`src/hw/pic_pkg.sv`:
```
// Constants and types shared by the port ingress control register block
package pic_pkg;

   // ***************************************************************
   // Register indices (port-relative) and the bus address width
   // ***************************************************************
   localparam logic [11:0] IDX_BE_MSB   = 12'h610;
   localparam logic [11:0] IDX_BE_LSB   = 12'h611;
   localparam logic [11:0] IDX_RULE_ACC = 12'h612;
   localparam logic [11:0] IDX_MIRROR   = 12'h800;
   localparam logic [11:0] IDX_PRIO     = 12'h801;
   localparam logic [11:0] IDX_DFLT     = 12'h802;
   localparam int          ADDR_W       = 16;

   // ***************************************************************
   // Field positions
   // ***************************************************************
   localparam int RA_WR_DONE = 6;
   localparam int RA_RD_DONE = 5;
   localparam int RA_DIR     = 4;
   localparam int MIR_RX     = 6;
   localparam int MIR_TX     = 5;
   localparam int MIR_SNIFF  = 1;
   localparam int PR_HIGHEST = 7;
   localparam int PR_OR      = 6;
   localparam int NSRC       = 5;

   // ***************************************************************
   // Reset values and writable-bit masks
   // ***************************************************************
   localparam logic [7:0] RST_BYTE      = 8'h00;
   localparam logic [2:0] RST_DFLT      = 3'h0;
   localparam logic [7:0] MASK_RULE_ACC = 8'h1f;
   localparam logic [7:0] MASK_MIRROR   = 8'h62;
   localparam logic [7:0] MASK_PRIO     = 8'hdf;
   localparam logic [1:0] RESP_OKAY     = 2'h0;
   localparam logic [1:0] RESP_SLVERR   = 2'h2;

   // Indirect access engine states
   typedef enum logic [1:0]
   {
      ENG_IDLE = 2'h1,
      ENG_BUSY = 2'h2
   } pic_eng_type;

endpackage

```
`src/hw/pic_prio_if.sv`:
```
// Interface between register block and priority resolver
interface pic_prio_if;
   import pic_pkg::*;
   logic                      pkt_valid;
   logic [NSRC-1:0]           src_en;
   logic [NSRC-1:0]           src_valid;
   logic [NSRC-1:0][2:0]      src_prio;
   logic                      highest;
   logic                      or_mode;
   logic [2:0]                dflt;
   logic                      res_valid;
   logic [2:0]                res_prio;

   modport ctrl (output pkt_valid, src_en, src_valid, src_prio, highest,
                 or_mode, dflt, input res_valid, res_prio);
   modport comb (input pkt_valid, src_en, src_valid, src_prio, highest,
                 or_mode, dflt, output res_valid, res_prio);
endinterface

```
`src/hw/pic_prio_resolve.sv`:
```
// Ingress priority resolver: merges enabled classification results
module pic_prio_resolve
   import pic_pkg::*;
(
   // Clock and reset
   input  wire logic  ref_clk,
   input  wire logic  rst_b,
   // Classification sources and result
   pic_prio_if.comb   p
);

   logic       res_valid_r;
   logic       res_valid_nxt;
   logic [2:0] res_prio_r;
   logic [2:0] res_prio_nxt;

   // Source 0 (rule match) has the strongest precedence in plain mode
   always_comb
   begin
      logic       any;
      logic [2:0] hi;
      logic [2:0] orv;
      logic [2:0] first;
      any   = 1'b0;
      hi    = 3'h0;
      orv   = 3'h0;
      first = 3'h0;
      for (int i = NSRC - 1; i >= 0; i--)
      begin
         if (p.src_en[i] && p.src_valid[i])
         begin
            any   = 1'b1;
            orv   = orv | p.src_prio[i];
            first = p.src_prio[i];
            if (p.src_prio[i] > hi)
               hi = p.src_prio[i];
         end
      end
      res_valid_nxt = p.pkt_valid;
      if (!p.pkt_valid)
         res_prio_nxt = res_prio_r;
      else if (!any)
         res_prio_nxt = p.dflt;
      else if (p.highest)
         res_prio_nxt = hi;
      else if (p.or_mode)
         res_prio_nxt = orv;
      else
         res_prio_nxt = first;
   end

   // Result registers
   always_ff @(posedge ref_clk or negedge rst_b)
   begin
      if (!rst_b)
      begin
         res_valid_r <= 1'b0;
         res_prio_r  <= 3'h0;
      end
      else
      begin
         res_valid_r <= res_valid_nxt;
         res_prio_r  <= res_prio_nxt;
      end
   end

   assign p.res_valid = res_valid_r;
   assign p.res_prio  = res_prio_r;
endmodule

```
`src/hw/pic_regs.sv`:
```
// Per-port ingress control registers behind an AXI4-Lite slave
// Operation
// - Write-done flag low while write pending
// - Read-done flag low while read pending
// - Byte-enable low write launches; enabled bytes move
// - Receive sniff marks received packets monitored
// - Transmit sniff marks transmitted packets monitored
// - Bit 1 makes port the sniffer port
// - Bit 7 picks highest available priority
// - Bit 6 ORs all available priorities
// - Bit 4 enables MAC lookup priority
// - Bit 3 enables VLAN entry priority
// - Bit 2 enables tag user priority
// - Bit 1 enables DSCP priority
// - Bit 0 enables rule-match priority
// - No result gives default port priority
module pic_regs
   import pic_pkg::*;
(
   // Clock and reset
   input  wire logic               ref_clk,
   input  wire logic               rst_b,
   // AXI4-Lite write address and data
   input  wire logic               awvalid,
   output logic                    awready,
   input  wire logic [ADDR_W-1:0]  awaddr,
   input  wire logic               wvalid,
   output logic                    wready,
   input  wire logic [31:0]        wdata,
   input  wire logic [3:0]         wstrb,
   // AXI4-Lite write response
   output logic                    bvalid,
   input  wire logic               bready,
   output logic [1:0]              bresp,
   // AXI4-Lite read
   input  wire logic               arvalid,
   output logic                    arready,
   input  wire logic [ADDR_W-1:0]  araddr,
   output logic                    rvalid,
   input  wire logic               rready,
   output logic [31:0]             rdata,
   output logic [1:0]              rresp,
   // Indirect rule entry engine
   output logic                    rule_req,
   output logic                    rule_dir,
   output logic [3:0]              rule_index,
   output logic [15:0]             rule_byte_en,
   input  wire logic               rule_done,
   // Mirroring
   input  wire logic               rx_pkt,
   input  wire logic               tx_pkt,
   output logic                    rx_monitored,
   output logic                    tx_monitored,
   output logic                    sniffer_port,
   // Ingress priority classification
   input  wire logic               cls_pkt_valid,
   input  wire logic [NSRC-1:0]    cls_src_valid,
   input  wire logic [3*NSRC-1:0]  cls_src_prio,
   output logic                    cls_prio_valid,
   output logic [2:0]              cls_prio
);

   // ***************************************************************
   // Declarations
   // ***************************************************************
   logic        awready_r, awready_nxt, wready_r;
   logic        bvalid_r, bvalid_nxt;
   logic [1:0]  bresp_r, bresp_nxt;
   logic        arready_r, arready_nxt;
   logic        rvalid_r, rvalid_nxt;
   logic [31:0] rdata_r, rdata_nxt;
   logic [1:0]  rresp_r, rresp_nxt;
   logic [7:0]  ctl_r, ctl_nxt;
   logic [7:0]  be_msb_r, be_msb_nxt;
   logic [7:0]  be_lsb_r, be_lsb_nxt;
   logic [7:0]  mirror_r, mirror_nxt;
   logic [7:0]  prio_r, prio_nxt;
   logic [2:0]  dflt_r, dflt_nxt;
   pic_eng_type eng_r, eng_nxt;
   logic        op_dir_r, op_dir_nxt;
   logic        req_r, req_nxt;
   logic [3:0]  idx_r, idx_nxt;
   logic [15:0] ben_r, ben_nxt;
   logic        rxm_r, rxm_nxt, txm_r, txm_nxt, snf_r, snf_nxt;
   logic        wr_fire, wr_ok, launch;
   logic [11:0] wr_idx, rd_idx;
   logic        wr_done_flag, rd_done_flag;

   pic_prio_if pif ();

   assign wr_fire      = awready_r && awvalid && wvalid;
   assign wr_idx       = awaddr[13:2];
   assign rd_idx       = araddr[13:2];
   assign wr_ok        = wr_fire && wstrb[0];
   assign launch       = wr_ok && wr_idx == IDX_BE_LSB
                         && awaddr[15:14] == 2'h0 && eng_r == ENG_IDLE;
   assign wr_done_flag = !(eng_r == ENG_BUSY && op_dir_r);
   assign rd_done_flag = !(eng_r == ENG_BUSY && !op_dir_r);

   // ***************************************************************
   // Bus handshakes: address and data are taken together
   // ***************************************************************
   always_comb
   begin
      awready_nxt = awvalid && wvalid && !awready_r && !bvalid_r;
      bvalid_nxt  = bvalid_r;
      bresp_nxt   = bresp_r;
      if (bvalid_r && bready)
         bvalid_nxt = 1'b0;
      if (wr_fire)
      begin
         bvalid_nxt = 1'b1;
         case (wr_idx)
            IDX_BE_MSB, IDX_BE_LSB, IDX_RULE_ACC,
            IDX_MIRROR, IDX_PRIO, IDX_DFLT:
               bresp_nxt = awaddr[15:14] == 2'h0 ? RESP_OKAY : RESP_SLVERR;
            default:
               bresp_nxt = RESP_SLVERR;
         endcase
      end
      arready_nxt = arvalid && !arready_r && !rvalid_r;
      rvalid_nxt  = rvalid_r && !rready;
      rdata_nxt   = rdata_r;
      rresp_nxt   = rresp_r;
      if (arready_r && arvalid)
      begin
         rvalid_nxt = 1'b1;
         rresp_nxt  = araddr[15:14] == 2'h0 ? RESP_OKAY : RESP_SLVERR;
         // Status bits show engine state, not stored values
         case (rd_idx)
            IDX_BE_MSB:   rdata_nxt = {24'h0, be_msb_r};
            IDX_BE_LSB:   rdata_nxt = {24'h0, be_lsb_r};
            IDX_RULE_ACC: rdata_nxt = {25'h0, wr_done_flag, rd_done_flag,
                                       ctl_r[4:0]};
            IDX_MIRROR:   rdata_nxt = {24'h0, mirror_r};
            IDX_PRIO:     rdata_nxt = {24'h0, prio_r};
            IDX_DFLT:     rdata_nxt = {29'h0, dflt_r};
            default:
            begin
               rdata_nxt = 32'h0;
               rresp_nxt = RESP_SLVERR;
            end
         endcase
         if (araddr[15:14] != 2'h0)
            rdata_nxt = 32'h0;
      end
   end

   always_ff @(posedge ref_clk or negedge rst_b)
   begin
      if (!rst_b)
      begin
         awready_r <= 1'b0;
         wready_r  <= 1'b0;
         bvalid_r  <= 1'b0;
         bresp_r   <= RESP_OKAY;
         arready_r <= 1'b0;
         rvalid_r  <= 1'b0;
         rdata_r   <= 32'h0;
         rresp_r   <= RESP_OKAY;
      end
      else
      begin
         awready_r <= awready_nxt;
         wready_r  <= awready_nxt;
         bvalid_r  <= bvalid_nxt;
         bresp_r   <= bresp_nxt;
         arready_r <= arready_nxt;
         rvalid_r  <= rvalid_nxt;
         rdata_r   <= rdata_nxt;
         rresp_r   <= rresp_nxt;
      end
   end

   // ***************************************************************
   // Register file; only lane 0 carries data, reserved bits stay 0
   // ***************************************************************
   always_comb
   begin
      ctl_nxt    = ctl_r;
      be_msb_nxt = be_msb_r;
      be_lsb_nxt = be_lsb_r;
      mirror_nxt = mirror_r;
      prio_nxt   = prio_r;
      dflt_nxt   = dflt_r;
      if (wr_ok && awaddr[15:14] == 2'h0)
      begin
         case (wr_idx)
            IDX_RULE_ACC: ctl_nxt    = wdata[7:0] & MASK_RULE_ACC;
            IDX_BE_MSB:   be_msb_nxt = wdata[7:0];
            IDX_BE_LSB:   be_lsb_nxt = wdata[7:0];
            IDX_MIRROR:   mirror_nxt = wdata[7:0] & MASK_MIRROR;
            IDX_PRIO:     prio_nxt   = wdata[7:0] & MASK_PRIO;
            IDX_DFLT:     dflt_nxt   = wdata[2:0];
            default:      ctl_nxt    = ctl_r;
         endcase
      end
   end

   always_ff @(posedge ref_clk or negedge rst_b)
   begin
      if (!rst_b)
      begin
         ctl_r    <= RST_BYTE;
         be_msb_r <= RST_BYTE;
         be_lsb_r <= RST_BYTE;
         mirror_r <= RST_BYTE;
         prio_r   <= RST_BYTE;
         dflt_r   <= RST_DFLT;
      end
      else
      begin
         ctl_r    <= ctl_nxt;
         be_msb_r <= be_msb_nxt;
         be_lsb_r <= be_lsb_nxt;
         mirror_r <= mirror_nxt;
         prio_r   <= prio_nxt;
         dflt_r   <= dflt_nxt;
      end
   end

   // ***************************************************************
   // Indirect access engine; a launch while busy is dropped so that
   // the direction latched for the pending flags cannot change
   // ***************************************************************
   always_comb
   begin
      eng_nxt    = eng_r;
      op_dir_nxt = op_dir_r;
      req_nxt    = 1'b0;
      idx_nxt    = idx_r;
      ben_nxt    = ben_r;
      case (eng_r)
         ENG_IDLE:
            if (launch)
            begin
               eng_nxt    = ENG_BUSY;
               op_dir_nxt = ctl_r[RA_DIR];
               req_nxt    = 1'b1;
               idx_nxt    = ctl_r[3:0];
               ben_nxt    = {be_msb_r, wdata[7:0]};
            end
         ENG_BUSY:
            if (rule_done)
               eng_nxt = ENG_IDLE;
         default:
            eng_nxt = ENG_IDLE;
      endcase
   end

   always_ff @(posedge ref_clk or negedge rst_b)
   begin
      if (!rst_b)
      begin
         eng_r    <= ENG_IDLE;
         op_dir_r <= 1'b0;
         req_r    <= 1'b0;
         idx_r    <= 4'h0;
         ben_r    <= 16'h0;
      end
      else
      begin
         eng_r    <= eng_nxt;
         op_dir_r <= op_dir_nxt;
         req_r    <= req_nxt;
         idx_r    <= idx_nxt;
         ben_r    <= ben_nxt;
      end
   end

   // ***************************************************************
   // Mirroring marks, one cycle behind the packet strobe
   // ***************************************************************
   always_comb
   begin
      rxm_nxt = rx_pkt && mirror_r[MIR_RX];
      txm_nxt = tx_pkt && mirror_r[MIR_TX];
      snf_nxt = mirror_r[MIR_SNIFF];
   end

   always_ff @(posedge ref_clk or negedge rst_b)
   begin
      if (!rst_b)
      begin
         rxm_r <= 1'b0;
         txm_r <= 1'b0;
         snf_r <= 1'b0;
      end
      else
      begin
         rxm_r <= rxm_nxt;
         txm_r <= txm_nxt;
         snf_r <= snf_nxt;
      end
   end

   // ***************************************************************
   // Priority resolver
   // ***************************************************************
   assign pif.pkt_valid = cls_pkt_valid;
   assign pif.src_en    = prio_r[NSRC-1:0];
   assign pif.src_valid = cls_src_valid;
   assign pif.src_prio  = cls_src_prio;
   assign pif.highest   = prio_r[PR_HIGHEST];
   assign pif.or_mode   = prio_r[PR_OR];
   assign pif.dflt      = dflt_r;

   pic_prio_resolve u_resolve
   (
      .ref_clk (ref_clk),
      .rst_b   (rst_b),
      .p       (pif.comb)
   );

   // Outputs
   assign awready        = awready_r;
   assign wready         = wready_r;
   assign bvalid         = bvalid_r;
   assign bresp          = bresp_r;
   assign arready        = arready_r;
   assign rvalid         = rvalid_r;
   assign rdata          = rdata_r;
   assign rresp          = rresp_r;
   assign rule_req       = req_r;
   assign rule_dir       = op_dir_r;
   assign rule_index     = idx_r;
   assign rule_byte_en   = ben_r;
   assign rx_monitored   = rxm_r;
   assign tx_monitored   = txm_r;
   assign sniffer_port   = snf_r;
   assign cls_prio_valid = pif.res_valid;
   assign cls_prio       = pif.res_prio;
endmodule

```
`config.mk`:
```
export PLATFORM = sky130hd
export DESIGN_NAME = pic_regs
export DESIGN_NICKNAME = d
export VERILOG_FILES = /design/src/hw/pic_pkg.sv /design/src/hw/pic_prio_if.sv /design/src/hw/pic_prio_resolve.sv /design/src/hw/pic_regs.sv
export SDC_FILE = /design/constraint.sdc
export NUM_CORES = 1
export LEC_CHECK = 0
export BUFFER_PORTS_ARGS = -buffer_cell sky130_fd_sc_hd__buf_2
export CAP_MARGIN = 15
export CORE_AREA = 2 2 139 87
export CTS_BUF_LIST = sky130_fd_sc_hd__clkbuf_4
export CTS_CLUSTER_DIAMETER = 120
export DETAILED_ROUTE_END_ITERATION = 7
export DIE_AREA = 0 0 141 89
export PLACE_DENSITY = 0.73
export SYNTH_ARGS = -nofsm -noshare
export SYNTH_HDL_FRONTEND = slang
export SYNTH_HIERARCHICAL = 1
export SYNTH_SLANG_ARGS = --single-unit
```
`constraint.sdc`:
```
create_clock -name ref_clk -period 6.3 [get_ports ref_clk]
set_input_delay 1.26 -clock ref_clk [delete_from_list [all_inputs] [get_ports ref_clk]]
set_output_delay 1.26 -clock ref_clk [all_outputs]
set_load 0.05 [all_outputs]
```
# --- After elaboration in Yosys (flattened, before gate mapping) ---
# Index checks and enable logic that the tools add are counted.
totals:
  reg_bits: 105
  input_bits: 99
  out_inout_bits: 70
  elab_cells: 135
op_classes:
  order_cmp: 5
  eq_ne: 16
  muxes: 41
  n_bitwise: 4
  reduce_logical: 46
op_table:
  columns: ["operator", "n"]
  rows:
  - ["== test 12 x 11 -> 1 bit, second input constant", 6]
  - ["== test 12 bit, second input constant", 6]
  - ["two-way mux 3 bit", 22]
  - ["one-hot mux 8 bit (6 select lines)", 1]
  - ["two-way mux 32 bit", 1]
  - ["logical AND 1 bit", 24]
  - ["AND reduction 2 bit", 8]
  - ["> comparator 3 bit", 4]
  - ["two-way mux 2 bit", 6]
  - ["bitwise OR 3 bit", 4]
  - ["OR reduction 6 bit", 2]
  - ["two-way mux 1 bit", 10]
  - ["logical NOT 1 bit", 8]
  - ["logical NOT 2 bit", 2]
  - ["inequality test 2 bit, second input constant", 2]
  - ["one-hot mux 2 bit (2 select lines)", 1]
  - ["nonzero test 2 bit", 2]
  - ["> comparator 3 x 1 -> 1 bit, second input constant", 1]
  - ["== test 2 x 1 -> 1 bit, second input constant", 1]
  - ["== test 2 bit, second input constant", 1]

# --- Logic depth before layout (Yosys ltp) ---
depth:
  depth_word: 17
  depth_mapped: 24
  depth_no_buf: 24

# --- By module ---
# Netlist, hierarchy kept.
by_module_without_submodules:
  columns: ["mod", "instances", "cells_per_inst", "area_each_um2", "seq_area_each_um2"]
  rows:
  - ["pic_regs", 1, 269, 3495.9, 1878.1]
  - ["pic_prio_resolve", 1, 117, 935.9, 100.1]

# --- Worst setup path before layout ---
# OpenSTA, ideal clock, no wires.
synth_timing:
  path_type: "in2reg"
  start: "input port cls_src_prio[14]"
  end: "register u_resolve.res_prio_r[0], in the netlist u_resolve/p.res_prio[0]"
  setup_ns: 0.125
  arrival_time_ns: 6.023
  required_time_ns: 6.175
  path_slack_ns: 0.152
  stages: 24
  path_buffers: 0
  path_cell_list: "and3_1 > inv_1 > ha_1 > or2b_2 > o2111ai_4 > mux2_2 > inv_1 > ha_1 > nor2b_1 > o31ai_1 > a31oi_1 > mux2_4 > ha_1 > and3_1 > a211oi_1 > and2_1 > nor2_1 > ha_1 > inv_1 > o21ai_0 > o2111ai_1 > nor2b_1 > a211oi_2 > o21ai_1"
synth_between:
  elab_chain_cells: 17
synth_rtl:
  columns: ["item", "line_no", "rtl"]
  rows:
  - ["from (decl)", "pic_regs.sv:58", "input wire logic [3*NSRC-1:0] cls_src_prio,"]
  - ["> comparator 3 x 1 -> 1 bit", "pic_prio_resolve.sv:35", "if (p.src_prio[i] > hi)"]
  - ["two-way mux 3 bit *", "pic_prio_resolve.sv:35", null]
  - ["two-way mux 3 bit *", "pic_prio_resolve.sv:30", "if (p.src_en[i] && p.src_valid[i])"]
  - ["> comparator 3 bit", "pic_prio_resolve.sv:35", null]
  - ["two-way mux 3 bit", "pic_prio_resolve.sv:35", null]
  - ["two-way mux 3 bit *", "pic_prio_resolve.sv:30", null]
  - ["> comparator 3 bit", "pic_prio_resolve.sv:35", null]
  - ["two-way mux 3 bit", "pic_prio_resolve.sv:35", null]
  - ["two-way mux 3 bit *", "pic_prio_resolve.sv:30", null]
  - ["> comparator 3 bit", "pic_prio_resolve.sv:35", null]
  - ["two-way mux 3 bit", "pic_prio_resolve.sv:35", null]
  - ["two-way mux 3 bit *", "pic_prio_resolve.sv:30", null]
  - ["> comparator 3 bit", "pic_prio_resolve.sv:35", null]
  - ["two-way mux 3 bit", "pic_prio_resolve.sv:35", null]
  - ["two-way mux 3 bit *", "pic_prio_resolve.sv:30", null]
  - ["two-way mux 3 bit *", "pic_prio_resolve.sv:44", "else if (p.highest)"]
  - ["two-way mux 3 bit *", "pic_prio_resolve.sv:42", "else if (!any)"]
  - ["to (signal assigned)", "pic_prio_resolve.sv:63", "res_prio_r <= res_prio_nxt;"]
  - ["to (decl)", "pic_prio_resolve.sv:14", "logic [2:0] res_prio_r;"]
# Mark *: on every way between the ends. The rest lies on a longest branch, timed or not.
# A chain may end at the register's enable or synchronous reset.

# --- Worst setup path in the final report ---
layout_timing:
  start: "input port cls_src_valid[4]"
  end: "register u_resolve.res_prio_r[0], in the netlist u_resolve/p.res_prio[0]"
layout_between:
  elab_chain_cells: 16
  elab_cells_between_ends: 35
  cone_classes: "4 x order compare; 26 x mux; 4 x bitwise; 1 x reduce/logical"
layout_rtl:
  columns: ["item", "line_no", "rtl"]
  rows:
  - ["from (decl)", "pic_regs.sv:57", "input wire logic [NSRC-1:0] cls_src_valid,"]
  - ["logical AND 1 bit *", "pic_prio_resolve.sv:30", null]
  - ["two-way mux 3 bit", "pic_prio_resolve.sv:30", null]
  - ["> comparator 3 bit", "pic_prio_resolve.sv:35", null]
  - ["two-way mux 3 bit", "pic_prio_resolve.sv:35", null]
  - ["two-way mux 3 bit", "pic_prio_resolve.sv:30", null]
  - ["> comparator 3 bit", "pic_prio_resolve.sv:35", null]
  - ["two-way mux 3 bit", "pic_prio_resolve.sv:35", null]
  - ["two-way mux 3 bit", "pic_prio_resolve.sv:30", null]
  - ["> comparator 3 bit", "pic_prio_resolve.sv:35", null]
  - ["two-way mux 3 bit", "pic_prio_resolve.sv:35", null]
  - ["two-way mux 3 bit", "pic_prio_resolve.sv:30", null]
  - ["> comparator 3 bit", "pic_prio_resolve.sv:35", null]
  - ["two-way mux 3 bit", "pic_prio_resolve.sv:35", null]
  - ["two-way mux 3 bit", "pic_prio_resolve.sv:30", null]
  - ["two-way mux 3 bit", "pic_prio_resolve.sv:44", null]
  - ["two-way mux 3 bit *", "pic_prio_resolve.sv:42", null]
# Marks and branches as above.

==> qor.yml <==
critical_path:
  required_ns: 6.63
  critPathArrivalTime_ns: 6.17
  critPathCaptureType: "flip-flop"
  critPathLaunch: "cls_src_valid[4]"
  r2r-start: "prio_r[4]"
  worstSetupPathType: "primary input to flip-flop"
  critPathMaxFanout: 6
  crit_path_start_kind: "primary input"
pwr:
  combPwrFrac_pct: 14.5
  power_uw: 920
  power.density_nw_per_um2: 178
  p_switching_uw: 274
  p_leak_nw: 2.61
  internal_power_uw: 646
  power_frac_seq_pct: 56.1
  switching_share_pct: 29.8
  ir_drop_mv: 0.0719
  clkPwrFrac_pct: 29.4
floorplanning:
  core_um2: 11100
  die_x_um: 141
  die_h_um: 89
  die_area_um2: 12500
  initial_core_util_pct: 39.8
  ios: 169
  rows: 30
routing:
  first_iter_violations: 230
  drt-total-wl_um: 11300
  avgRoutedWirePerCell_um: 17.4
  drtPass1Iterations: 6
  drc: 0
  drt-vias-per-instance: 5.28
  antenna_left: 0
  via_count: 3437
logic_synthesis:
  synth_common_cells: "dfrtp_1, mux2_2, buf_4"
  ys.flop_type: "dfrtp_1"
  yosysWarnings: 6
  synth_edf_count: 0
  ys_seq_elements: 79
  synth_top_area_share_pct: 44.0
  avgSynthCellArea_um2: 11.5
  synth.most_common_cell: "dfrtp_1"
  syn-instance-count: 386
  syn_area_um2: 4430
  async_reset_ff_share_pct: 100
  synth_area_leader_cell: "dfrtp_1"
  synth_area_leaders: "dfrtp_1, mux2_2, buf_4, ha_1, nand2_1"
  synth_cell_types: 72
  ys_seq_area_share_pct: 44.6
run_status:
  status: "completed"
clock_network:
  clock-root-buffer: "clkbuf_4"
  post_cts_buffers: 0
  worstSkewPairLatency_ns: 0.44
  clockBufferDepth: 2
  cts_tree: "built"
  numCtsBuffers: 9
  h-tree-depth: 3
  clock_sinks: 79
  post_cts_resized: 0
  cts_hold_buf: 0
  clkTransAtPathRegs_ns: 0.12
global_route:
  grt_pass1_vias: 3285
  grt_pass1_wl_um: 17900
  grt_overflow: 0
  antenna_found_initial: 1
  grt.total_usage_pct: 18.6
  grt_max_degree: 80
sta:
  hold_viol: 0
  slew_violations: 0
  slew_headroom_pct: 24.7
  fin_crit_sh_pct: 92.8
  tns_ns: 0
  setup_ws_ns: 0.454
  fmax_mhz: 171
  rsz0062_at_grt: "no"
  skew_ns: 0.0136
  period_needed_ns: 5.85
  tightest_slew_ns: 1.13
  setup_violations: 0
run:
  max_cap_viol_count: 0
place:
  dp_worst_setup_slack_ns: 0.00201
  numPortBuffers: 111
  dpl.hpwl_um: 8730
  gp_congestion: 0.838
finish:
  ff_latch_area_um2: 1980
  syn2layout_area_growth_pct: 16.5
  drive_above_1_share_pct: 41.5
  layout.nets: 613
  multi_input_area_um2: 2240
  num-fill-cells: 1036
hold_path:
  worstHoldStart: "mirror_r[1]"
  hp-class: "flip-flop to flip-flop"
## layer usage
| metal | global-route usage, % | routed length [um] | vias up |
|---|---|---|---|
| li1 | - | - | 1624 |
| met1 | 26.4 | 5350 | 1671 |
| met2 | 27.9 | 4940 | 128 |
| met3 | 5.46 | 904 | 14 |
| met4 | 5.09 | 144 | 0 |
| met5 | 0 | 0 | - |
## cell families (layout without fill, tap and decap cells)
| logic type | count (synthesis) | count (layout) | synth area share (%) |
|---|---|---|---|
| other | 1 | 27 | 0.0846 |
| muxes | 66 | 66 | 16.8 |
| AOI/OAI and AO/OA | 77 | 77 | 14.0 |
| buffers and inverters | 50 | 145 | 7.06 |
| adders and majority gates | 13 | 13 | 3.67 |
| and+or+nand+nor | 100 | 100 | 13.7 |
| DFF | 79 | 79 | 44.6 |
## registers in the layout, summed over array words and instances, names as in the netlist
signal                 cells
be_lsb_r                   8
rule_req                   1
dflt_r                     3
bresp                      1
ctl_r                      5
rule_dir                   1
rdata                      8
eng_r                      2
u_resolve/p.res_valid      1
rresp                      1
be_msb_r                   8
rule_byte_en              16
rvalid                     1
u_resolve/p.res_prio       3
wready                     1
mirror_r                   3
tx_monitored               1
bvalid                     1
arready                    1
sniffer_port               1
prio_r                     7
rx_monitored               1
rule_index                 4
## power groups by stage
stage | logic (mW) | registers (mW) | clock network (mW)
floorplan | 0.0728 | 0.546 | 0
global placement | 0.130 | 0.526 | 0
detailed placement | 0.134 | 0.526 | 0
CTS | 0.134 | 0.516 | 0.282
global route | 0.144 | 0.517 | 0.302
finish | 0.134 | 0.516 | 0.270
## cell usage in the layout (no fill, tap or decap), drive strengths merged, types with 3 or more instances in the layout
cell type / Yosys / routed
a211oi: 3 / 3
a21oi: 7 / 7
a22o: 5 / 5
a22oi: 4 / 4
a311oi: 3 / 3
a32o: 3 / 3
a32oi: 6 / 6
and2: 6 / 6
and3: 6 / 6
buf: 31 / 116
clkbuf: 7 / 15
conb: 1 / 26
dfrtp: 78 / 78
ha: 13 / 13
inv: 12 / 12
mux2: 61 / 61
mux2i: 5 / 5
nand2: 17 / 17
nand2b: 7 / 7
nand3: 3 / 3
nand4b: 6 / 6
nor2: 16 / 16
nor2b: 9 / 9
nor3: 9 / 9
o2111ai: 5 / 5
o211ai: 5 / 5
o21ai: 12 / 12
o22ai: 3 / 3
or2: 3 / 3
or3: 3 / 3
or4: 3 / 3
## critical path, stage by stage
cell	delay [ns]
buf_2	0.10
and3_1	0.20
inv_1	0.09
ha_1	0.29
or2b_2	0.33
o2111ai_4	0.11
mux2_2	0.37
inv_1	0.06
ha_1	0.22
nor2b_1	0.13
o31ai_1	0.26
a31oi_1	0.13
mux2i_1	0.30
ha_1	0.31
and3_1	0.17
a211oi_1	0.18
buf_4	0.18
and2_1	0.16
nor2_1	0.07
ha_1	0.29
inv_1	0.04
o21ai_0	0.17
o2111ai_1	0.20
nor2b_1	0.19
a211oi_2	0.25
o21ai_1	0.10
## layout make-up
type	instances	area share, %
Tap cell	144	3.49
Clock buffer	14	2.04
Sequential cell	79	38.3
Inverter	12	0.872
Clock inverter	2	0.170
Timing Repair Buffer	117	11.7
Antenna cell	1	0.0485
Multi-Input combinational cell	282	43.4
## metrics by stage
step | utilization, % | area [um2] | instances | hold WS, ns
2_1_floorplan | - | 4530 | 411 | 0.365
3_3_place_gp | 45.2 | 5040 | 633 | 0.382
3_5_place_dp | 45.2 | 5040 | 633 | 0.393
4_1_cts | 46.2 | 5150 | 649 | 0.417
5_1_grt | 46.3 | 5160 | 651 | 0.451
6_report | 46.3 | 5160 | 651 | 0.427
## worst paths after layout
check / endpoint / slack [ns] / depth (start not counted)
max: u_resolve/p.res_prio[0] / 0.45 / 26
min: sniffer_port / 0.43 / 0
max reg2reg: u_resolve/p.res_prio[0] / 0.87 / 25
min reg2reg: sniffer_port / 0.43 / 0
max in group asynchronous: rule_byte_en[3] / 4.70 / 1
min in group asynchronous: rule_byte_en[5] / 0.95 / 1
No activity file was read; power rests on OpenSTA's default activity.
